===== config.mk =====
export PLATFORM = sky130hd
export DESIGN_NAME = phy_mac_interface_select
export DESIGN_NICKNAME = d
export VERILOG_FILES = /design/src/rtl/mac_if_pkg.sv /design/src/rtl/sync2.sv /design/src/rtl/byte_replicator.sv /design/src/rtl/phy_mac_interface_select.sv
export VERILOG_INCLUDE_DIRS = /design/src /design/src/rtl
export SDC_FILE = /design/constraint.sdc
export NUM_CORES = 1
export LEC_CHECK = 0
export BUFFER_PORTS_ARGS = -buffer_cell sky130_fd_sc_hd__buf_4
export CORE_UTILIZATION = 40
export CTS_BUF_LIST = sky130_fd_sc_hd__clkbuf_4
export DETAILED_ROUTE_END_ITERATION = 7
export SETUP_SLACK_MARGIN = 0.4
export SYNTH_ARGS = -nofsm -noshare
export SYNTH_HDL_FRONTEND = slang
export SYNTH_HIERARCHICAL = 1
export SYNTH_SLANG_ARGS = --single-unit

===== constraint.sdc =====
create_clock -name pclk -period 2.8 [get_ports pclk]
set_input_delay 0 -clock pclk [delete_from_list [all_inputs] [get_ports pclk]]
set_output_delay 0 -clock pclk [all_outputs]
set_load 0.05 [all_outputs]

===== src/rtl/phy_mac_sel_regs.svh =====
// Register indices, fields, resets and counts.
// Assumes byte address = four times index.
// Function
// - Serial enable wins; RGMII needs it clear.
// - Strap pin level loads serial enable.
// - Strap levels kept in strap status.
// - Serial link runs 1.25 Gbps.
// - Serial timing recovered locally.
// - Four wires; receive clock pair on request.
// - 100 Mbps serial bytes sent ten times.
// - Start delimiter once per frame.
// - In-band negotiation by default.
// - Control words follow media speed.
// - Negotiation off forces media speed.
// - Forcing works for any media speed mode.
// - Loopback speed follows media speed.
// - 10 Mbps adapts without rate-adapt bit.
// - RGMII both edges; 125, 25, 2.5 MHz.
// - Gigabit: low nibble rising, high falling.
// - Control high in frames, low between.
// - Slow speeds repeat rising data falling.
`ifndef PHY_MAC_SEL_REGS_SVH
`define PHY_MAC_SEL_REGS_SVH

`define IDX_PHY_CONTROL 10'h010
`define IDX_CONFIG_TWO 10'h014
`define IDX_RGMII_CONTROL 10'h032
`define IDX_STRAP_STATUS_ONE 10'h06E
`define IDX_IFACE_STATUS 10'h06F

`define BIT_SERIAL_EN 11
`define BIT_RGMII_EN 7
`define BIT_INBAND_NEG 8
`define BIT_SIX_WIRE 6
`define STRAP_BIT_SERIAL 0
`define STRAP_BIT_RGMII_DIS 1
`define ST_MODE_LSB 0
`define ST_SPEED_LSB 4
`define ST_AN_LSB 8

`define RST_PHY_CONTROL 16'h0000
`define RST_CONFIG_TWO 16'h0100
`define RST_RGMII_CONTROL 16'h0000
`define STRAP_WAIT_LAST 2'h2

`define REP_1000 7'h01
`define REP_100 7'h0A
`define REP_10 7'h64

`define PCLK_PERIOD_PS 8000
`define RGMII_PER_1000_PS 8000
`define RGMII_PER_100_PS 40000
`define RGMII_PER_10_PS 400000

`define K28_5 8'hBC
`define D16_2 8'h50
`define D21_5 8'hB5
`define K27_7 8'hFB
`define K29_7 8'hFD
`define K23_7 8'hF7

`define CFG_BIT_LINK 15
`define CFG_BIT_ACK 14
`define CFG_BIT_DUPLEX 12
`define CFG_SPEED_LSB 10
`define CFG_BIT_SGMII 0

`endif


===== src/rtl/mac_if_pkg.sv =====
// Types shared by the MAC interface select block.
// Assumes nothing.
package mac_if_pkg;
  typedef enum logic [2:0] {MODE_NONE = 3'h1, MODE_SGMII = 3'h2, MODE_RGMII = 3'h4} mode_t;
  typedef enum logic [1:0] {SPEED_10 = 2'h0, SPEED_100 = 2'h1, SPEED_1000 = 2'h2} speed_t;
  typedef enum logic [2:0] {AN_CONFIG = 3'h1, AN_LINKED = 3'h2, AN_FORCED = 3'h4} an_state_t;
  typedef enum logic [5:0] {TX_IDLE_K = 6'h01, TX_IDLE_D = 6'h02, TX_CFG = 6'h04, TX_SOP = 6'h08,
                            TX_DATA = 6'h10, TX_CAR = 6'h20} tx_state_t;
  // Media-side byte stream
  typedef struct packed {logic valid; logic dv; logic er; logic [7:0] data;} byte_stream_t;
  // Code group before coding
  typedef struct packed {logic k; logic [7:0] data;} code_group_t;
  // Both pclk halves for RGMII DDR cells
  typedef struct packed {logic clk_rise; logic clk_fall; logic ctl_rise; logic ctl_fall;
                         logic [3:0] d_rise; logic [3:0] d_fall;} rgmii_ddr_t;
endpackage : mac_if_pkg


===== src/rtl/sync2.sv =====
// Two-flop pin synchronizer.
// Assumes slow levels.
`timescale 1ns/1ps
module sync2 #(
  parameter int W = 1
) (
  input wire logic clk,
  input wire logic rst_n,
  input wire logic [W-1:0] d,
  output logic [W-1:0] q
);
  logic [W-1:0] meta_ff;
  logic [W-1:0] q_ff;

  // First stage feeds only the second
  always_ff @(posedge clk or negedge rst_n) begin
    if (!rst_n) begin
      meta_ff <= '0;
      q_ff <= '0;
    end else begin
      meta_ff <= d;
      q_ff <= meta_ff;
    end
  end

  assign q = q_ff;
endmodule : sync2


===== src/rtl/byte_replicator.sv =====
// Repeats each byte rep_count cycles.
// Assumes the next byte is offered on the last copy.
`timescale 1ns/1ps
module byte_replicator #(
  parameter int CW = 7
) (
  input wire logic clk,
  input wire logic rst_n,
  input wire logic [CW-1:0] rep_count,
  input wire logic in_valid,
  input wire logic [7:0] in_data,
  output logic in_ready,
  output logic out_valid,
  output logic [7:0] out_data
);
  logic [CW-1:0] left_ff;
  logic [7:0] byte_ff;
  wire take = in_valid & in_ready;

  // Ready on the last copy keeps the stream gapless
  assign in_ready = (left_ff <= CW'(1'h1));
  assign out_valid = (left_ff != '0);
  assign out_data = byte_ff;

  always_ff @(posedge clk or negedge rst_n) begin
    if (!rst_n) begin
      left_ff <= '0;
      byte_ff <= 8'h00;
    end else if (take) begin
      left_ff <= rep_count;
      byte_ff <= in_data;
    end else if (out_valid) begin
      left_ff <= left_ff - CW'(1'h1);
    end
  end
endmodule : byte_replicator


===== src/rtl/phy_mac_interface_select.sv =====
// MAC interface select: serial code groups or RGMII, APB registers.
// Assumes an external serializer with clock recovery and RGMII DDR cells.
`timescale 1ns/1ps
`include "phy_mac_sel_regs.svh"
module phy_mac_interface_select (
  input wire logic pclk,
  input wire logic presetn,
  input wire logic psel,
  input wire logic penable,
  input wire logic pwrite,
  input wire logic [11:0] paddr,
  input wire logic [31:0] pwdata,
  output logic [31:0] prdata,
  output logic pready,
  output logic pslverr,
  input wire logic serial_enable_strap_pin,
  input wire logic rgmii_disable_strap_pin,
  input wire mac_if_pkg::speed_t media_speed,
  input wire logic media_link,
  input wire logic mac_loopback,
  input wire mac_if_pkg::byte_stream_t core_rx,
  output logic core_rx_ready,
  output mac_if_pkg::byte_stream_t core_tx,
  input wire mac_if_pkg::code_group_t ser_rx,
  input wire logic ser_rx_cfg_ack,
  output mac_if_pkg::code_group_t ser_tx,
  output logic ser_rx_clk_en,
  input wire logic rgmii_txc,
  input wire logic [3:0] rgmii_txd,
  input wire logic rgmii_tx_ctl,
  output mac_if_pkg::rgmii_ddr_t rgmii_rx
);
  // Half-cycles of pclk per RGMII clock period
  localparam logic [7:0] HALVES_1000 = 8'((`RGMII_PER_1000_PS * 2) / `PCLK_PERIOD_PS);
  localparam logic [7:0] HALVES_100 = 8'((`RGMII_PER_100_PS * 2) / `PCLK_PERIOD_PS);
  localparam logic [7:0] HALVES_10 = 8'((`RGMII_PER_10_PS * 2) / `PCLK_PERIOD_PS);

  // Pin synchronisers
  logic [7:0] pin_s;
  sync2 #(.W(8)) u_pin_sync (
    .clk(pclk),
    .rst_n(presetn),
    .d({serial_enable_strap_pin, rgmii_disable_strap_pin, rgmii_tx_ctl, rgmii_txc, rgmii_txd}),
    .q(pin_s)
  );
  wire ser_strap_s = pin_s[7];
  wire rgmii_dis_s = pin_s[6];
  wire txctl_s = pin_s[5];
  wire txc_s = pin_s[4];
  wire [3:0] txd_s = pin_s[3:0];

  // Straps caught once the synchroniser has settled
  logic [1:0] strap_wait_ff;
  logic strap_done_ff;
  wire strap_load = ~strap_done_ff & (strap_wait_ff == `STRAP_WAIT_LAST);
  always_ff @(posedge pclk or negedge presetn) begin
    if (!presetn) begin
      strap_wait_ff <= 2'h0;
      strap_done_ff <= 1'b0;
    end else if (!strap_done_ff) begin
      strap_wait_ff <= strap_wait_ff + 2'h1;
      strap_done_ff <= strap_load;
    end
  end

  // APB decode; zero wait states, error on unmapped index
  logic [15:0] phy_control_ff;
  logic [15:0] config_two_ff;
  logic [15:0] rgmii_control_ff;
  logic [15:0] strap_status_one_ff;
  logic [15:0] iface_status;
  logic [31:0] prdata_ff;
  wire [9:0] reg_idx = paddr[11:2];
  wire hit_pc = (reg_idx == `IDX_PHY_CONTROL);
  wire hit_c2 = (reg_idx == `IDX_CONFIG_TWO);
  wire hit_rg = (reg_idx == `IDX_RGMII_CONTROL);
  wire hit_ss = (reg_idx == `IDX_STRAP_STATUS_ONE);
  wire hit_is = (reg_idx == `IDX_IFACE_STATUS);
  wire hit_any = hit_pc | hit_c2 | hit_rg | hit_ss | hit_is;
  wire apb_setup = psel & ~penable;
  wire apb_wr = psel & penable & pwrite;
  wire [15:0] rd_mux = hit_pc ? phy_control_ff :
                       hit_c2 ? config_two_ff :
                       hit_rg ? rgmii_control_ff :
                       hit_ss ? strap_status_one_ff :
                       hit_is ? iface_status : 16'h0000;
  assign pready = 1'b1;
  assign pslverr = psel & penable & ~hit_any;
  assign prdata = prdata_ff;

  // Next values; strap load beats a same-cycle write
  logic [15:0] nxt_phy_control;
  logic [15:0] nxt_rgmii_control;
  logic [15:0] nxt_strap_status_one;
  always_comb begin
    nxt_phy_control = (apb_wr & hit_pc) ? pwdata[15:0] : phy_control_ff;
    nxt_rgmii_control = (apb_wr & hit_rg) ? pwdata[15:0] : rgmii_control_ff;
    nxt_strap_status_one = strap_status_one_ff;
    if (strap_load) begin
      nxt_phy_control[`BIT_SERIAL_EN] = ser_strap_s;
      nxt_rgmii_control[`BIT_RGMII_EN] = ~rgmii_dis_s;
      nxt_strap_status_one[`STRAP_BIT_SERIAL] = ser_strap_s;
      nxt_strap_status_one[`STRAP_BIT_RGMII_DIS] = rgmii_dis_s;
    end
  end
  wire [15:0] nxt_config_two = (apb_wr & hit_c2) ? pwdata[15:0] : config_two_ff;

  always_ff @(posedge pclk or negedge presetn) begin
    if (!presetn) begin
      phy_control_ff <= `RST_PHY_CONTROL;
      config_two_ff <= `RST_CONFIG_TWO;
      rgmii_control_ff <= `RST_RGMII_CONTROL;
      strap_status_one_ff <= 16'h0000;
      prdata_ff <= 32'h0000_0000;
    end else begin
      phy_control_ff <= nxt_phy_control;
      config_two_ff <= nxt_config_two;
      rgmii_control_ff <= nxt_rgmii_control;
      strap_status_one_ff <= nxt_strap_status_one;
      prdata_ff <= (apb_setup & ~pwrite) ? {16'h0000, rd_mux} : prdata_ff;
    end
  end

  // Serial enable has priority
  mac_if_pkg::mode_t mode;
  wire ser_en = phy_control_ff[`BIT_SERIAL_EN];
  wire rg_en = rgmii_control_ff[`BIT_RGMII_EN];
  assign mode = ser_en ? mac_if_pkg::MODE_SGMII :
                rg_en ? mac_if_pkg::MODE_RGMII : mac_if_pkg::MODE_NONE;
  wire is_ser = (mode == mac_if_pkg::MODE_SGMII);
  wire is_rg = (mode == mac_if_pkg::MODE_RGMII);
  wire inband_en = config_two_ff[`BIT_INBAND_NEG];
  wire loop_on = is_ser & mac_loopback;

  // Fifth and sixth wires only on request
  assign ser_rx_clk_en = is_ser & config_two_ff[`BIT_SIX_WIRE];

  // Speed counts; 10 Mbps ignores the stored rate-adapt bit
  logic [6:0] rep_count;
  logic [7:0] halves;
  always_comb begin
    case (media_speed)
      mac_if_pkg::SPEED_10: begin
        rep_count = `REP_10;
        halves = HALVES_10;
      end
      mac_if_pkg::SPEED_100: begin
        rep_count = `REP_100;
        halves = HALVES_100;
      end
      default: begin
        rep_count = `REP_1000;
        halves = HALVES_1000;
      end
    endcase
  end

  // In-band negotiation
  mac_if_pkg::an_state_t an_ff;
  mac_if_pkg::an_state_t nxt_an;
  mac_if_pkg::speed_t last_speed_ff;
  logic last_link_ff;
  wire an_restart = (media_speed != last_speed_ff) | (media_link != last_link_ff);
  always_comb begin
    nxt_an = an_ff;
    case (an_ff)
      mac_if_pkg::AN_CONFIG: begin
        if (!inband_en) begin
          nxt_an = mac_if_pkg::AN_FORCED;
        end else if (ser_rx_cfg_ack) begin
          nxt_an = mac_if_pkg::AN_LINKED;
        end
      end
      mac_if_pkg::AN_LINKED: begin
        if (!inband_en) begin
          nxt_an = mac_if_pkg::AN_FORCED;
        end else if (an_restart) begin
          nxt_an = mac_if_pkg::AN_CONFIG;
        end
      end
      mac_if_pkg::AN_FORCED: begin
        if (inband_en) begin
          nxt_an = mac_if_pkg::AN_CONFIG;
        end
      end
      default: nxt_an = mac_if_pkg::AN_CONFIG;
    endcase
  end
  always_ff @(posedge pclk or negedge presetn) begin
    if (!presetn) begin
      an_ff <= mac_if_pkg::AN_CONFIG;
      last_speed_ff <= mac_if_pkg::SPEED_10;
      last_link_ff <= 1'b0;
    end else begin
      an_ff <= nxt_an;
      last_speed_ff <= media_speed;
      last_link_ff <= media_link;
    end
  end
  wire an_cfg = (an_ff == mac_if_pkg::AN_CONFIG);

  // Advertised control word
  logic [15:0] cfg_word;
  always_comb begin
    cfg_word = 16'h0000;
    cfg_word[`CFG_BIT_SGMII] = 1'b1;
    cfg_word[`CFG_BIT_DUPLEX] = 1'b1;
    cfg_word[`CFG_BIT_LINK] = media_link;
    cfg_word[`CFG_BIT_ACK] = ser_rx_cfg_ack;
    cfg_word[`CFG_SPEED_LSB +: 2] = media_speed;
  end

  // Media bytes replicated toward the link
  logic rep_in_ready;
  logic rep_out_valid;
  logic [7:0] rep_out_data;
  mac_if_pkg::tx_state_t tx_state_ff;
  mac_if_pkg::tx_state_t nxt_tx_state;
  wire tx_in_frame = (tx_state_ff == mac_if_pkg::TX_SOP) | (tx_state_ff == mac_if_pkg::TX_DATA);
  wire rep_in_valid = is_ser & ~loop_on & tx_in_frame & core_rx.valid & core_rx.dv;
  byte_replicator #(.CW(7)) u_rep (
    .clk(pclk),
    .rst_n(presetn),
    .rep_count(rep_count),
    .in_valid(rep_in_valid),
    .in_data(core_rx.data),
    .in_ready(rep_in_ready),
    .out_valid(rep_out_valid),
    .out_data(rep_out_data)
  );

  // Serial transmit: idles, control words, framed copies
  mac_if_pkg::code_group_t nxt_code;
  logic [1:0] cfg_pos_ff;
  logic [1:0] nxt_cfg_pos;
  always_comb begin
    nxt_tx_state = tx_state_ff;
    nxt_cfg_pos = 2'h0;
    nxt_code = '{k: 1'b0, data: 8'h00};
    case (tx_state_ff)
      mac_if_pkg::TX_IDLE_K: begin
        nxt_code = '{k: 1'b1, data: `K28_5};
        nxt_tx_state = an_cfg ? mac_if_pkg::TX_CFG : mac_if_pkg::TX_IDLE_D;
      end
      mac_if_pkg::TX_IDLE_D: begin
        nxt_code = '{k: 1'b0, data: `D16_2};
        nxt_tx_state = (core_rx.valid & core_rx.dv) ? mac_if_pkg::TX_SOP : mac_if_pkg::TX_IDLE_K;
      end
      mac_if_pkg::TX_CFG: begin
        nxt_cfg_pos = cfg_pos_ff + 2'h1;
        nxt_code.data = (cfg_pos_ff == 2'h0) ? `D21_5 : (cfg_pos_ff == 2'h1) ? cfg_word[7:0] : cfg_word[15:8];
        nxt_tx_state = (cfg_pos_ff == 2'h2) ? mac_if_pkg::TX_IDLE_K : mac_if_pkg::TX_CFG;
      end
      mac_if_pkg::TX_SOP: begin
        nxt_code = '{k: 1'b1, data: `K27_7};
        nxt_tx_state = mac_if_pkg::TX_DATA;
      end
      mac_if_pkg::TX_DATA: begin
        if (rep_out_valid) begin
          nxt_code = '{k: 1'b0, data: rep_out_data};
        end else begin
          nxt_code = '{k: 1'b1, data: `K29_7};
          nxt_tx_state = mac_if_pkg::TX_CAR;
        end
      end
      mac_if_pkg::TX_CAR: begin
        nxt_code = '{k: 1'b1, data: `K23_7};
        nxt_tx_state = mac_if_pkg::TX_IDLE_K;
      end
      default: nxt_tx_state = mac_if_pkg::TX_IDLE_K;
    endcase
  end

  // Loopback echoes the MAC's code groups
  mac_if_pkg::code_group_t ser_tx_ff;
  always_ff @(posedge pclk or negedge presetn) begin
    if (!presetn) begin
      tx_state_ff <= mac_if_pkg::TX_IDLE_K;
      cfg_pos_ff <= 2'h0;
      ser_tx_ff <= '{k: 1'b0, data: 8'h00};
    end else begin
      tx_state_ff <= (is_ser & ~loop_on) ? nxt_tx_state : mac_if_pkg::TX_IDLE_K;
      cfg_pos_ff <= nxt_cfg_pos;
      ser_tx_ff <= ~is_ser ? '{k: 1'b0, data: 8'h00} : loop_on ? ser_rx : nxt_code;
    end
  end
  assign ser_tx = ser_tx_ff;

  // Serial receive: first copy of each byte
  logic drx_frame_ff;
  logic [6:0] drx_cnt_ff;
  wire drx_sop = ser_rx.k & (ser_rx.data == `K27_7);
  wire drx_byte = drx_frame_ff & ~ser_rx.k;
  wire drx_emit = drx_byte & (drx_cnt_ff == 7'h00);
  wire [6:0] drx_cnt_inc = drx_cnt_ff + 7'h01;
  always_ff @(posedge pclk or negedge presetn) begin
    if (!presetn) begin
      drx_frame_ff <= 1'b0;
      drx_cnt_ff <= 7'h00;
    end else if (drx_sop) begin
      drx_frame_ff <= 1'b1;
      drx_cnt_ff <= 7'h00;
    end else if (drx_byte) begin
      drx_cnt_ff <= (drx_cnt_inc == rep_count) ? 7'h00 : drx_cnt_inc;
    end else if (ser_rx.k) begin
      drx_frame_ff <= 1'b0;
    end
  end
  wire mac_if_pkg::byte_stream_t ser_word = '{valid: drx_emit, dv: drx_emit, er: 1'b0, data: ser_rx.data};

  // RGMII transmit capture on sampled clock edges
  logic txc_last_ff;
  logic ctl_rise_ff;
  logic nib_half_ff;
  logic [3:0] lo_nib_ff;
  mac_if_pkg::byte_stream_t rg_word_ff;
  wire gig = (media_speed == mac_if_pkg::SPEED_1000);
  wire txc_rise = txc_s & ~txc_last_ff;
  wire txc_fall = ~txc_s & txc_last_ff;
  wire slow_emit = txc_rise & ~gig & nib_half_ff & txctl_s;
  always_ff @(posedge pclk or negedge presetn) begin
    if (!presetn) begin
      txc_last_ff <= 1'b0;
      ctl_rise_ff <= 1'b0;
      nib_half_ff <= 1'b0;
      lo_nib_ff <= 4'h0;
      rg_word_ff <= '{valid: 1'b0, dv: 1'b0, er: 1'b0, data: 8'h00};
    end else begin
      txc_last_ff <= txc_s;
      if (txc_rise) begin
        ctl_rise_ff <= txctl_s;
        lo_nib_ff <= (gig | ~nib_half_ff) ? txd_s : lo_nib_ff;
        nib_half_ff <= ~gig & txctl_s & ~nib_half_ff;
      end
      if (txc_fall & gig) begin
        rg_word_ff <= '{valid: ctl_rise_ff, dv: ctl_rise_ff, er: ctl_rise_ff ^ txctl_s,
                        data: {txd_s, lo_nib_ff}};
      end else if (slow_emit) begin
        rg_word_ff <= '{valid: 1'b1, dv: 1'b1, er: 1'b0, data: {txd_s, lo_nib_ff}};
      end else begin
        rg_word_ff.valid <= 1'b0;
      end
    end
  end

  // Core stream from the selected side
  mac_if_pkg::byte_stream_t core_tx_ff;
  always_ff @(posedge pclk or negedge presetn) begin
    if (!presetn) begin
      core_tx_ff <= '{valid: 1'b0, dv: 1'b0, er: 1'b0, data: 8'h00};
    end else begin
      core_tx_ff <= (is_ser & ~loop_on) ? ser_word : is_rg ? rg_word_ff : '0;
    end
  end
  assign core_tx = core_tx_ff;

  // RGMII receive clock and data in half-cycle steps
  logic [7:0] ph_ff;
  logic rg_hi_ff;
  logic [7:0] rg_byte_ff;
  logic rg_dv_ff;
  logic rg_er_ff;
  mac_if_pkg::rgmii_ddr_t rgmii_rx_ff;
  wire [7:0] half_pt = {1'b0, halves[7:1]};
  wire [7:0] ph_next = ph_ff + 8'h02;
  wire period_start = (ph_ff == 8'h00);
  wire need_byte = gig | ~rg_hi_ff;
  wire rg_take = is_rg & period_start & need_byte & core_rx.valid;
  wire [3:0] nib_now = rg_hi_ff ? rg_byte_ff[7:4] : core_rx.data[3:0];
  always_ff @(posedge pclk or negedge presetn) begin
    if (!presetn) begin
      ph_ff <= 8'h00;
      rg_hi_ff <= 1'b0;
      rg_byte_ff <= 8'h00;
      rg_dv_ff <= 1'b0;
      rg_er_ff <= 1'b0;
      rgmii_rx_ff <= '0;
    end else begin
      ph_ff <= (ph_next >= halves) ? 8'h00 : ph_next;
      if (period_start) begin
        rg_hi_ff <= ~gig & ~rg_hi_ff & rg_take;
      end
      if (rg_take) begin
        rg_byte_ff <= core_rx.data;
        rg_dv_ff <= core_rx.dv;
        rg_er_ff <= core_rx.er;
      end else if (period_start & need_byte) begin
        rg_dv_ff <= 1'b0;
        rg_er_ff <= 1'b0;
      end
      if (!is_rg) begin
        rgmii_rx_ff <= '0;
      end else begin
        rgmii_rx_ff.clk_rise <= (ph_ff < half_pt);
        rgmii_rx_ff.clk_fall <= ((ph_ff + 8'h01) < half_pt);
        if (period_start) begin
          rgmii_rx_ff.ctl_rise <= rg_take ? core_rx.dv : rg_hi_ff & rg_dv_ff;
          rgmii_rx_ff.ctl_fall <= rg_take ? core_rx.dv ^ core_rx.er : rg_hi_ff & (rg_dv_ff ^ rg_er_ff);
          rgmii_rx_ff.d_rise <= (rg_take | rg_hi_ff) ? nib_now : 4'h0;
          rgmii_rx_ff.d_fall <= gig ? (rg_take ? core_rx.data[7:4] : 4'h0) : (rg_take | rg_hi_ff) ? nib_now : 4'h0;
        end
      end
    end
  end
  assign rgmii_rx = rgmii_rx_ff;
  assign core_rx_ready = (is_ser & ~loop_on & tx_in_frame & rep_in_ready & core_rx.dv) | rg_take;

  // Live status for software
  always_comb begin
    iface_status = 16'h0000;
    iface_status[`ST_MODE_LSB +: 3] = mode;
    iface_status[`ST_SPEED_LSB +: 2] = media_speed;
    iface_status[`ST_AN_LSB +: 3] = an_ff;
  end
endmodule : phy_mac_interface_select


==> results of run 1 <==
-- worst reg2reg max path, delay by kind of cell (launching register included) --
family / cells / cell delay [ps]
AO/OA/AOI/OAI: 4 / 1010
adder cells (fa/ha/maj): 2 / 510
flip-flops: 1 / 440
buffers and inverters: 1 / 180
AND/OR/NAND/NOR: 1 / 130
-- through the flow --
stage / hold slack (ps) / total power, W
floorplan: -296 / 0.00385
detailed placement: 67.9 / 0.00425
CTS: 5.56 / 0.00593
global placement: 74.8 / 0.00423
finish: 56.4 / 0.00590
global route: 15.9 / 0.00622
-- timing repair --
action | in CTS | in global routing
endpoints found under the setup margin | 4 | 22
resized for setup | 12 | 17
endpoints found under the hold margin | 323 | 0
setup buffers | 5 | 8
pin swaps | 1 | 4
hold buffers | 71 | 0
cloned | 1 | 0
-- layout make-up --
type | count | area, µm² | share of cell area
inverters | 23 | 86.3 | 0.00770
flip-flops and latches | 186 | 4660 | 0.416
multi-input cells | 569 | 3940 | 0.352
clock inverters | 15 | 163 | 0.0145
repair buffers | 222 | 1870 | 0.167
well taps | 280 | 350 | 0.0313
diodes | 1 | 2.50 | 0.000223
clock buffers | 17 | 128 | 0.0114
-- layout by cell type (no fill, tap or decap), types with 5 or more instances in the layout --
cell / netlist / final
mux2_4: 9 / 9
conb_1: 2 / 19
mux2_2: 61 / 61
nand2_1: 74 / 73
dlygate4sd3_1: 0 / 71
o2bb2ai_1: 6 / 6
mux2i_1: 8 / 8
a22o_1: 11 / 11
nand3_1: 25 / 24
and2_1: 6 / 7
nor2b_1: 20 / 19
dfrtp_1: 183 / 178
a21oi_1: 23 / 23
nor3_1: 10 / 9
o211ai_1: 12 / 12
inv_1: 23 / 21
nor2_1: 63 / 62
a211oi_1: 6 / 6
nand2b_1: 16 / 16
xor2_1: 11 / 11
clkbuf_4: 0 / 17
a22oi_1: 15 / 15
nor3b_1: 5 / 5
o21ai_0: 60 / 58
ha_1: 24 / 22
buf_4: 18 / 146
dfrtp_2: 0 / 5
a31oi_1: 5 / 5
xnor2_1: 13 / 13
-- flip-flops by register name (all words and copies together) (netlist names), 8 cells and up --
signal,flops
rgmii_control_ff,16
u_pin_sync/q,8
core_tx,11
phy_control_ff,16
prdata,16
u_rep/out_data,8
rg_word_ff,11
rgmii_rx,12
ser_tx,9
u_pin_sync/meta_ff,8
config_two_ff,16
-- how the worst max path moves through the flow --
stage,from,end,slack (ps)
final,ph_ff[1],ph_ff[3],470
after global placement,paddr[11],phy_control_ff[9],410
after CTS,ph_ff[1],ph_ff[4],370
after floorplan,tx_state_ff[5],u_rep/out_data[5],440
after global routing,tx_state_ff[1],u_rep/out_data[5],390
after detailed placement,u_rep/left_ff[0],ser_tx[3],410
-- cells by family after synthesis --
family	count (synthesis)	synth area share
AO/OA/AOI/OAI	174	0.128
adder cells (fa/ha/maj)	24	0.0339
XOR/XNOR	24	0.0237
other	2	0.000847
AND/OR/NAND/NOR	249	0.138
multiplexers	79	0.103
flip-flops	186	0.525
buffers and inverters	84	0.0470
-- per-layer routing --
metal,vias to the layer above,share of wire,track usage
met5,-,0,0
met4,0,0.016,0.0575
met3,24,0.047,0.0398
met2,170,0.49,0.329
met1,3305,0.45,0.253
li1,3246,-,-
-- power by group through the flow --
stage / clock [W] / combinational, W / sequential (W)
floorplan: 0 / 0.000622 / 0.00323
global placement: 0 / 0.00112 / 0.00311
detailed placement: 0 / 0.00113 / 0.00312
CTS: 0.00159 / 0.00129 / 0.00305
global route: 0.00170 / 0.00144 / 0.00308
finish: 0.00154 / 0.00131 / 0.00306
==> summary.md, run 1 <==
| Metric | Value |
|---|---|
| Status | `finished, final reports clean` |
| WHS Endpoint | `u_pin_sync/meta_ff[6]` |
| Top-count cell post-synth | `dfrtp_1` |
| CP Max Fanout | `9` |
| Combinational share of power | `0.222` |
| Fillers | `2010` |
| Fin Setup TNS | `0 ps` |
| Lkg Pwr | `5.24 nW` |
| Largest cells by area after synthesis | `dfrtp_1 52%, mux2_2 7.7%, ha_1 3.4%, o21ai_0 3.4%, nand2_1 3.1%` |
| Sequential fraction of the synthesis area | `0.525` |
| Clk Latency, worst-skew pair | `600 ps` |
| Worst vdd ir | `0.354 mV` |
| Layout net count | `1125` |
| Flop pwr share | `0.518` |
| Final std cells w/o fill | `1313` |
| Crit start category | `flop` |
| CP top delay family | `compound AO/OA/AOI/OAI gates` |
| Reg2reg start | `ph_ff[1]` |
| Fin crit share | `0.831` |
| Buffers on Ports | `114` |
| Final slew viol count | `0` |
| Die width | `151 µm` |
| Synthesized area | `8870 µm²` |
| Top cells by count, synth | `183 x dfrtp_1, 74 x nand2_1, 63 x nor2_1` |
| Avg Cell Area, Syn | `10.8 µm²` |
| PwrDens | `526 nW/µm²` |
| Clk pwr share | `0.260` |
| Final setup viols | `0` |
| Row cnt | `54` |
| Root Buffer Master | `clkbuf_4` |
| CP Data Arrival Time | `2850 ps` |
| Hold Crit Class | `primary input to flop` |
| Die area | `22800 µm²` |
| CTS tree | `done` |
| First-pass GRT wire length | `34.3 mm` |
| ANT nets after route | `0` |
| Chip Height | `151 µm` |
| Worst EP required | `3330 ps` |
| Final instance area | `11200 µm²` |
| Residual DRC | `0` |
| Dpl cells | `1195` |
| DRT Pass-1 Iters | `7` |
| Slew @ Worst Pin | `1230 ps` |
| R2R depth | `8` |
| R2R Setup Slk | `470 ps` |
| IO Count | `150` |
| Sw power | `0.00190 W` |
| Synth cell types | `69` |
| Total number of cells along the worst setup path | `8` |
| Clk pin slew, worst setup/hold paths | `150 ps` |
| Clock Skew | `35.0 ps` |
| Share of the synthesized area in the top cell type | `0.517` |
| Setup ws final | `474 ps` |
| Mapped Cells | `822` |
| Num CTS Buffers | `17` |
| Hold Startpoint | `rgmii_disable_strap_pin` |
| CTS sink cnt | `186` |
| Clock period minus worst slack | `2330 ps` |
| F_max | `430 MHz` |
| Final Hold Vio Count | `0` |
| GRT Total Usage | `0.196` |
| Initial Util | `0.408` |
| Yosys warns | `6` |
| Gpl congestion | `0.848` |
| Synth-to-Final Area Change | `26.4%` |
| DR vias | `6745` |
| Crit-path most repeated cell | `a21o_1` |
| Slowest CP cell | `dfrtp_2` |
| Place WS | `406 ps` |
| Post-DP HPWL | `14.6 mm` |
| Max-cap violations | `0` |
| CTS max path bufs | `2` |
| Internal | `0.00399 W` |
| Initial antenna violation count | `1` |
| Ratio of cells with drive above 1 in the final layout | `0.271` |
| Ys async rst share | `1.00` |
| Yosys reg bits | `186` |
| R2r endpoint | `ph_ff[3]` |
| Pin count of the biggest net entering global routing | `76` |
| H-tree levels | `4` |
| GR Overflow Total | `0` |
| Slowest stage delay, CP | `440 ps` |
| Sw Ratio | `0.323` |
| Largest area contributor in the netlist | `dfrtp_1` |
| DRT iter0 DRCs | `305` |
| Dpl cell area | `10000 µm²` |
| Worst setup EP type | `flop` |
| Core area | `21800 µm²` |
| WP buf/inv | `1` |
| WHS Path Cells | `2` |
| Fin util | `0.515` |
| CP Class | `flop to flop` |
| Detailed Route WL | `21.4 mm` |
| Crit-path cells | `buf_4 -> ha_4 -> ha_1 -> a21o_1 -> a211o_1 -> a21o_1 -> a211o_4 -> nor2b_1` |
| Vias per cell | `5.14` |
| RSZ-0062 raised after global routing | `no` |
| Top FF cell, synth | `dfrtp_1` |
| Vias in the first global route | `6567` |
| Post-synth EDFFs | `0` |
| Worst rel slew slack | `0.170` |
| DR WL/cell | `16.3 µm` |
No activity file was read; power rests on OpenSTA's default activity.
==> run 2, diff against run 1 <==
Clock period 2.8 ns to 2 ns, I/O delays scaled along.
==> run 2 against run 1 <==
The run now ends with negative hold slack, negative setup slack left. Clock skew decreased by 5.8 ps. Wire length rose by 7.1%. Core utilization rose by 5.1 points. Final cell count grew 4.6%. Die area unchanged. Final area up 9.9%. Critical path depth grew 6. Sequential cell count unchanged. Sequential power rose by 40%. Critical path type unchanged. Global-route usage is 1.6 points higher. Largest cell class unchanged. Non-clock buffer count is 60 higher.
==> summary.md, run 2 (synthesized netlist as in run 1, its figures left out) <==
| Metric | Value |
|---|---|
| Root Buffer Master | `clkbuf_4 (unchanged)` |
| DR WL/cell | `16.7 µm (was 16.3 µm)` |
| Most frequent cells in the layout | `179 x buf_4, 177 x dfrtp_1, 67 x nand2_1 (was 178 x dfrtp_1, 146 x buf_4, 73 x nand2_1)` |
| GR Overflow Total | `0 (unchanged)` |
| Worst rel slew slack | `0.392 (was 0.170)` |
| Row cnt | `54 (unchanged)` |
| DRT Pass-1 Iters | `4 (was 7)` |
| Gpl congestion | `0.845 (was 0.848)` |
| Worst vdd ir | `0.505 mV (was 0.354 mV)` |
| Final instance area | `12300 µm² (was 11200 µm²)` |
| Final Hold Vio Count | `55 (was 0)` |
| Slowest stage delay, CP | `500 ps (was 440 ps)` |
| Ratio of cells with drive above 1 in the final layout | `0.378 (was 0.271)` |
| Chip Height | `151 µm (unchanged)` |
| Max-cap violations | `0 (unchanged)` |
| Hold Crit Class | `primary input to asynchronous set/reset pin (was primary input to flop)` |
| CP Data Arrival Time | `2760 ps (was 2850 ps)` |
| Crit-path most repeated cell | `buf_6 (was a21o_1)` |
| Clk pin slew, worst setup/hold paths | `160 ps (was 150 ps)` |
| WP buf/inv | `10 (was 1)` |
| Status | `complete, but fails checks (was finished, final reports clean)` |
| Residual DRC | `0 (unchanged)` |
| Die width | `151 µm (unchanged)` |
| Initial Util | `0.408 (unchanged)` |
| Clock period minus worst slack | `2270 ps (was 2330 ps)` |
| Hold slack | `-51.9 ps (was 56.4 ps)` |
| Slowest CP cell | `or4_4 (was dfrtp_2)` |
| Final slew viol count | `0 (unchanged)` |
| GRT Total Usage | `0.212 (was 0.196)` |
| F_max | `440 MHz (was 430 MHz)` |
| Fin Setup TNS | `-2470 ps (was 0 ps)` |
| R2R Setup Slk | `-270 ps (was 470 ps)` |
| R2R depth | `14 (was 8)` |
| DR vias | `6974 (was 6745)` |
| DRT iter0 DRCs | `309 (was 305)` |
| Crit start category | `flop (unchanged)` |
| Failing checks | `negative hold slack, negative setup slack` |
| Clk Latency, worst-skew pair | `600 ps (about the same)` |
| Fin util | `0.566 (was 0.515)` |
| IO Count | `150 (unchanged)` |
| CP Max Fanout | `5 (was 9)` |
| CP top delay family | `buffers and inverters (was compound AO/OA/AOI/OAI gates)` |
| Worst EP required | `2490 ps (was 3330 ps)` |
| Core area | `21800 µm² (unchanged)` |
| Synth-to-Final Area Change | `38.9% (was 26.4%)` |
| CTS max path bufs | `2 (unchanged)` |
| Worst setup path startpoint | `u_rep/left_ff[4] (was ph_ff[1])` |
| Die area | `22800 µm² (unchanged)` |
| PwrDens | `689 nW/µm² (was 526 nW/µm²)` |
| Crit-path cells | `buf_6 -> or4_4 -> nor2_4 -> buf_6 -> buf_6 -> buf_6 -> buf_6 -> buf_6 -> buf_6 -> buf_6 -> buf_6 -> buf_6 -> o21a_1 -> o21ai_2 (was buf_4 -> ha_4 -> ha_1 -> a21o_1 -> a211o_1 -> a21o_1 -> a211o_4 -> nor2b_1)` |
| Clock Skew | `29.1 ps (was 35.0 ps)` |
| Lkg Pwr | `5.74 nW (was 5.24 nW)` |
| Worst setup EP type | `flop (unchanged)` |
| CTS tree | `done (unchanged)` |
| Vias in the first global route | `7036 (was 6567)` |
| Layout net count | `1185 (was 1125)` |
| CP Class | `flop to flop (unchanged)` |
| First-pass GRT wire length | `36.7 mm (was 34.3 mm)` |
| Dpl cell area | `10600 µm² (was 10000 µm²)` |
| H-tree levels | `4 (unchanged)` |
| Num CTS Buffers | `17 (unchanged)` |
| Setup ws final | `-271 ps (was 474 ps)` |
| R2r endpoint | `u_rep/left_ff[4] (was ph_ff[3])` |
| Hold_buf cts | `66 (was 71)` |
| Slew @ Worst Pin | `913 ps (was 1230 ps)` |
| Final setup viols | `24 (was 0)` |
| Buffers on Ports | `114 (unchanged)` |
| Fin crit share | `1.14 (was 0.831)` |
| Pin count of the biggest net entering global routing | `65 (was 76)` |
| Reg2reg start | `u_rep/left_ff[4] (was ph_ff[1])` |
| Initial antenna violation count | `1 (unchanged)` |
| Detailed Route WL | `22.9 mm (was 21.4 mm)` |
| Vias per cell | `5.08 (was 5.14)` |
| ANT nets after route | `0 (unchanged)` |
| RSZ-0062 raised after global routing | `yes (was no)` |
| CTS sink cnt | `186 (unchanged)` |
| Commonest non-fill, non-tap cell in the layout | `buf_4 (was dfrtp_1)` |
| Post-DP HPWL | `15.2 mm (was 14.6 mm)` |
run 2: changes by cell type in the layout (fill, tap and decap cells not counted), sizes merged:
cell / before / now
buf: 150 / 214
dlygate4sd3: 71 / 64
clkinv: 5 / 9
bufinv: 2 / 0
clkinvlp: 2 / 0
dlymetal6s4s: 0 / 2
bufbuf: 0 / 1
diode: 1 / 2
run 2: layer usage:
layer / vias up / share of wire / GRT usage
met5: - / 0 / 0
met4: 0 / 0.0080 / 0.0555
met3: 10 / 0.038 / 0.0386
met2: 155 / 0.50 / 0.352
met1: 3419 / 0.46 / 0.285
li1: 3390 / - / -
run 2: how the worst max path moves through the flow:
stage	endpoint	slack, ps	cells past startpoint
after floorplan	phy_control_ff[0]	-330	8
after global placement	phy_control_ff[1]	-330	7
after detailed placement	phy_control_ff[0]	-330	7
after CTS	core_rx_ready	-320	6
after global routing	core_rx_ready	-350	7
final	u_rep/left_ff[4]	-270	14
run 2: through the flow:
stage          hold WS (ps)  std cells  setup slack (ps)  power [W]
3_5_place_dp            103       1240              -328    0.00619
2_1_floorplan          -296        839              -331    0.00553
5_1_grt               -28.5       1374              -347    0.00894
6_report              -51.9       1374              -271    0.00848
4_1_cts               -57.3       1364              -316    0.00850
3_3_place_gp            104       1240              -328    0.00617
run 2: cell type report:
class	count	area, µm²
fillers	1893	9440
flip-flops and latches	186	4670
multi-input cells	569	4400
repair buffers	282	2510
well taps	280	350
clock inverters	15	158
clock buffers	17	128
inverters	23	93.8
diodes	2	5.00
run 2: what timing repair did:
item	in CTS	in global routing
gates resized for setup	73	45
setup endpoints to repair	88	98
pin swaps	31	18
endpoints found under the hold margin	320	46
gates cloned	1	0
setup buffers	25	8
run 2: power by group:
| group | switching, W | internal, W |
|---|---|---|
| logic | 0.00119 | 0.000951 |
| registers | 0.000216 | 0.00406 |
| clock network | 0.00150 | 0.000567 |
run 2: worst register-to-register path, cell delays in order, from the launching register on:
cell and delay, ps:
dfrtp_1 430, buf_6 130, or4_4 500, nor2_4 120, buf_6 100, buf_6 80, buf_6 80, buf_6 80
buf_6 80, buf_6 80, buf_6 80, buf_6 80, buf_6 100, o21a_1 160, o21ai_2 70
==> run 3, diff against run 2 <==
Settings changed: CTS_BUF_LIST sky130_fd_sc_hd__clkbuf_4 to sky130_fd_sc_hd__clkbuf_16.
==> run 3 against run 2 <==
The run ends with negative setup slack left. Count of clock-buffer cells in the layout unchanged. First-iteration DRC count rose by 3.6%. Critical path depth down 6. Largest power group unchanged.
==> summary.md, run 3 (synthesized netlist as in run 1, its figures left out) <==
| Metric | Value |
|---|---|
| First-pass GRT wire length | `35.8 mm (was 36.7 mm)` |
| Power Total | `0.00997 W (was 0.00848 W)` |
| Slew @ Worst Pin | `698 ps (was 913 ps)` |
| R2R Setup Slk | `-140 ps (was -270 ps)` |
| DRT iter0 DRCs | `320 (was 309)` |
| H-tree levels | `4 (unchanged)` |
| Chip Height | `151 µm (unchanged)` |
| Most used routing layer | `met2 (unchanged)` |
| CP Max Fanout | `6 (was 5)` |
| Crit start category | `flop (unchanged)` |
| DR WL/cell | `16.9 µm (was 16.7 µm)` |
| Row cnt | `54 (unchanged)` |
| Buffers on Ports | `114 (unchanged)` |
| # diodes | `0 (was 2)` |
| Hold Startpoint | `media_speed[0]` |
| R2R depth | `8 (was 14)` |
| GR Overflow Total | `0 (unchanged)` |
| Synth-to-Final Area Change | `43.3% (was 38.9%)` |
| Worst EP required | `2370 ps (was 2490 ps)` |
| Clk pwr share | `0.332 (was 0.244)` |
| Detailed Route WL | `22.9 mm (about the same)` |
| Failing checks | `negative setup slack (was negative hold slack, negative setup slack)` |
| Sw Ratio | `0.317 (was 0.343)` |
| Reg2reg start | `ph_ff[2] (was u_rep/left_ff[4])` |
| CP Data Arrival Time | `2510 ps (was 2760 ps)` |
| Layout net count | `1172 (was 1185)` |
| Clock period minus worst slack | `2140 ps (was 2270 ps)` |
| Num CTS Buffers | `17 (unchanged)` |
| Place WS | `-328 ps (unchanged)` |
| GR Layer Usage met2 | `0.336 (was 0.352)` |
| Clk pin slew, worst setup/hold paths | `70 ps (was 160 ps)` |
| Pin count of the biggest net entering global routing | `80 (was 65)` |
| IO Count | `150 (unchanged)` |
| Post-DP HPWL | `15.2 mm (unchanged)` |
| Gpl congestion | `0.845 (unchanged)` |
| Core area | `21800 µm² (unchanged)` |
| Clk Latency, worst-skew pair | `440 ps (was 600 ps)` |
| DR vias | `6987 (was 6974)` |
| CP Class | `flop to flop (unchanged)` |
| Met3 Track Usage GR | `0.0373 (was 0.0386)` |
| Residual DRC | `0 (unchanged)` |
| Flop pwr share | `0.432 (was 0.504)` |
| Initial Util | `0.408 (unchanged)` |
| Die area | `22800 µm² (unchanged)` |
| GRT Total Usage | `0.206 (was 0.212)` |
| Dpl cells | `1240 (unchanged)` |
| Worst rel slew slack | `0.534 (was 0.392)` |
| Vias in the first global route | `6863 (was 7036)` |
| R2r endpoint | `ph_ff[4] (was u_rep/left_ff[4])` |
| CTS max path bufs | `2 (unchanged)` |
| Vias per cell | `5.14 (was 5.08)` |
| Status | `complete, but fails checks (unchanged)` |
| Die width | `151 µm (unchanged)` |
| Critical Path End | `ph_ff[4] (was u_rep/left_ff[4])` |
| ANT nets after route | `0 (unchanged)` |
| Commonest non-fill, non-tap cell in the layout | `buf_4 (unchanged)` |
| Met1 Use GR | `0.278 (was 0.285)` |
| Sw power | `0.00316 W (was 0.00291 W)` |
| F_max | `467 MHz (was 440 MHz)` |
| CTS sink cnt | `186 (unchanged)` |
| Root Buffer Master | `clkbuf_16 (was clkbuf_4)` |
| DRT Pass-1 Iters | `4 (unchanged)` |
| Most frequent cells in the layout | `180 x buf_4, 176 x dfrtp_1, 58 x nand2_1 (was 179 x buf_4, 177 x dfrtp_1, 67 x nand2_1)` |
| Final slew viol count | `0 (unchanged)` |
| Fin crit share | `1.07 (was 1.14)` |
| RSZ-0062 raised after global routing | `yes (unchanged)` |
| Clock Skew | `10.8 ps (was 29.1 ps)` |
| Setup ws final | `-141 ps (was -271 ps)` |
| Final setup viols | `19 (was 24)` |
| Lkg Pwr | `5.86 nW (was 5.74 nW)` |
| Ratio of cells with drive above 1 in the final layout | `0.411 (was 0.378)` |
| PwrDens | `785 nW/µm² (was 689 nW/µm²)` |
| CTS tree | `done (unchanged)` |
| Combinational share of power | `0.236 (was 0.253)` |
| Final std cells w/o fill | `1359 (was 1374)` |
| Worst setup EP type | `flop (unchanged)` |
| Hold Crit Class | `primary input to flop (was primary input to asynchronous set/reset pin)` |
| Worst setup path startpoint | `ph_ff[2] (was u_rep/left_ff[4])` |
| Internal | `0.00681 W (was 0.00558 W)` |
| Final Hold Vio Count | `0 (was 55)` |
| Initial antenna violation count | `0 (was 1)` |
| Max-cap violations | `0 (unchanged)` |
| Worst vdd ir | `0.532 mV (was 0.505 mV)` |
-- run 3: changes by cell type in the layout (fill, tap and decap cells not counted), sizes merged --
cell / delta
dlygate4sd3: -13
clkbuf: +2
diode: -2
dlymetal6s4s: -2
buf: +1
bufbuf: -1
-- run 3: how the worst min path moves through the flow --
| stage | slack (ps) | endpoint | cells after the start |
|---|---|---|---|
| global route | 40 | u_rep/left_ff[6] | 5 |
| floorplan | -300 | an_ff[1] | 0 |
| finish | 30 | u_rep/left_ff[6] | 5 |
| CTS | 3 | u_rep/left_ff[6] | 5 |
| detailed placement | 100 | prdata[9] | 1 |
| global placement | 100 | ph_ff[2] | 1 |
-- run 3: through the flow --
step	instance area, µm²	hold WS, ps	TNS, ps	utilization
floorplan	9210	-296	-5200	-
finish	12700	25.2	-1060	0.584
CTS	12200	3.23	-1340	0.559
global placement	10600	104	-9690	0.487
global route	12700	38.1	-2830	0.584
detailed placement	10600	103	-10200	0.487
-- run 3: timing repair --
item | CTS | global route
endpoints found under the hold margin | 174 | 0
hold buffers | 51 | 0
pin swaps | 30 | 34
endpoints found under the setup margin | 120 | 88
cloned | 0 | 3
setup buffers | 17 | 16
gates resized for setup | 80 | 85
-- run 3: layout make-up --
type                    instances  area [µm²]
well taps                     280         350
flip-flops and latches        186        4670
multi-input cells             569        4590
fillers                      1829        9050
repair buffers                269        2420
clock inverters                15         158
inverters                      23        93.8
clock buffers                  17         425
-- run 3: worst max-delay path, cell delays in order, from the launching register on --
cell,delay (ps)
dfrtp_2,420
buf_6,120
ha_4,170
xor2_2,150
ha_1,280
a211o_1,290
a21o_1,170
a211o_4,360
nor2b_1,120
-- run 3: power by group through the flow --
stage          combinational, W  sequential, W  clock, W
3_3_place_gp            0.00183        0.00434         0
4_1_cts                 0.00213        0.00427   0.00340
5_1_grt                 0.00254        0.00434   0.00355
2_1_floorplan          0.000995        0.00453         0
6_report                0.00235        0.00431   0.00331
3_5_place_dp            0.00184        0.00435         0
-- run 3: metal layers --
metal / share of wire / vias to the layer above
met5: 0 / -
met4: 0.016 / 0
met3: 0.038 / 23
met2: 0.48 / 160
met1: 0.46 / 3442
li1: - / 3362
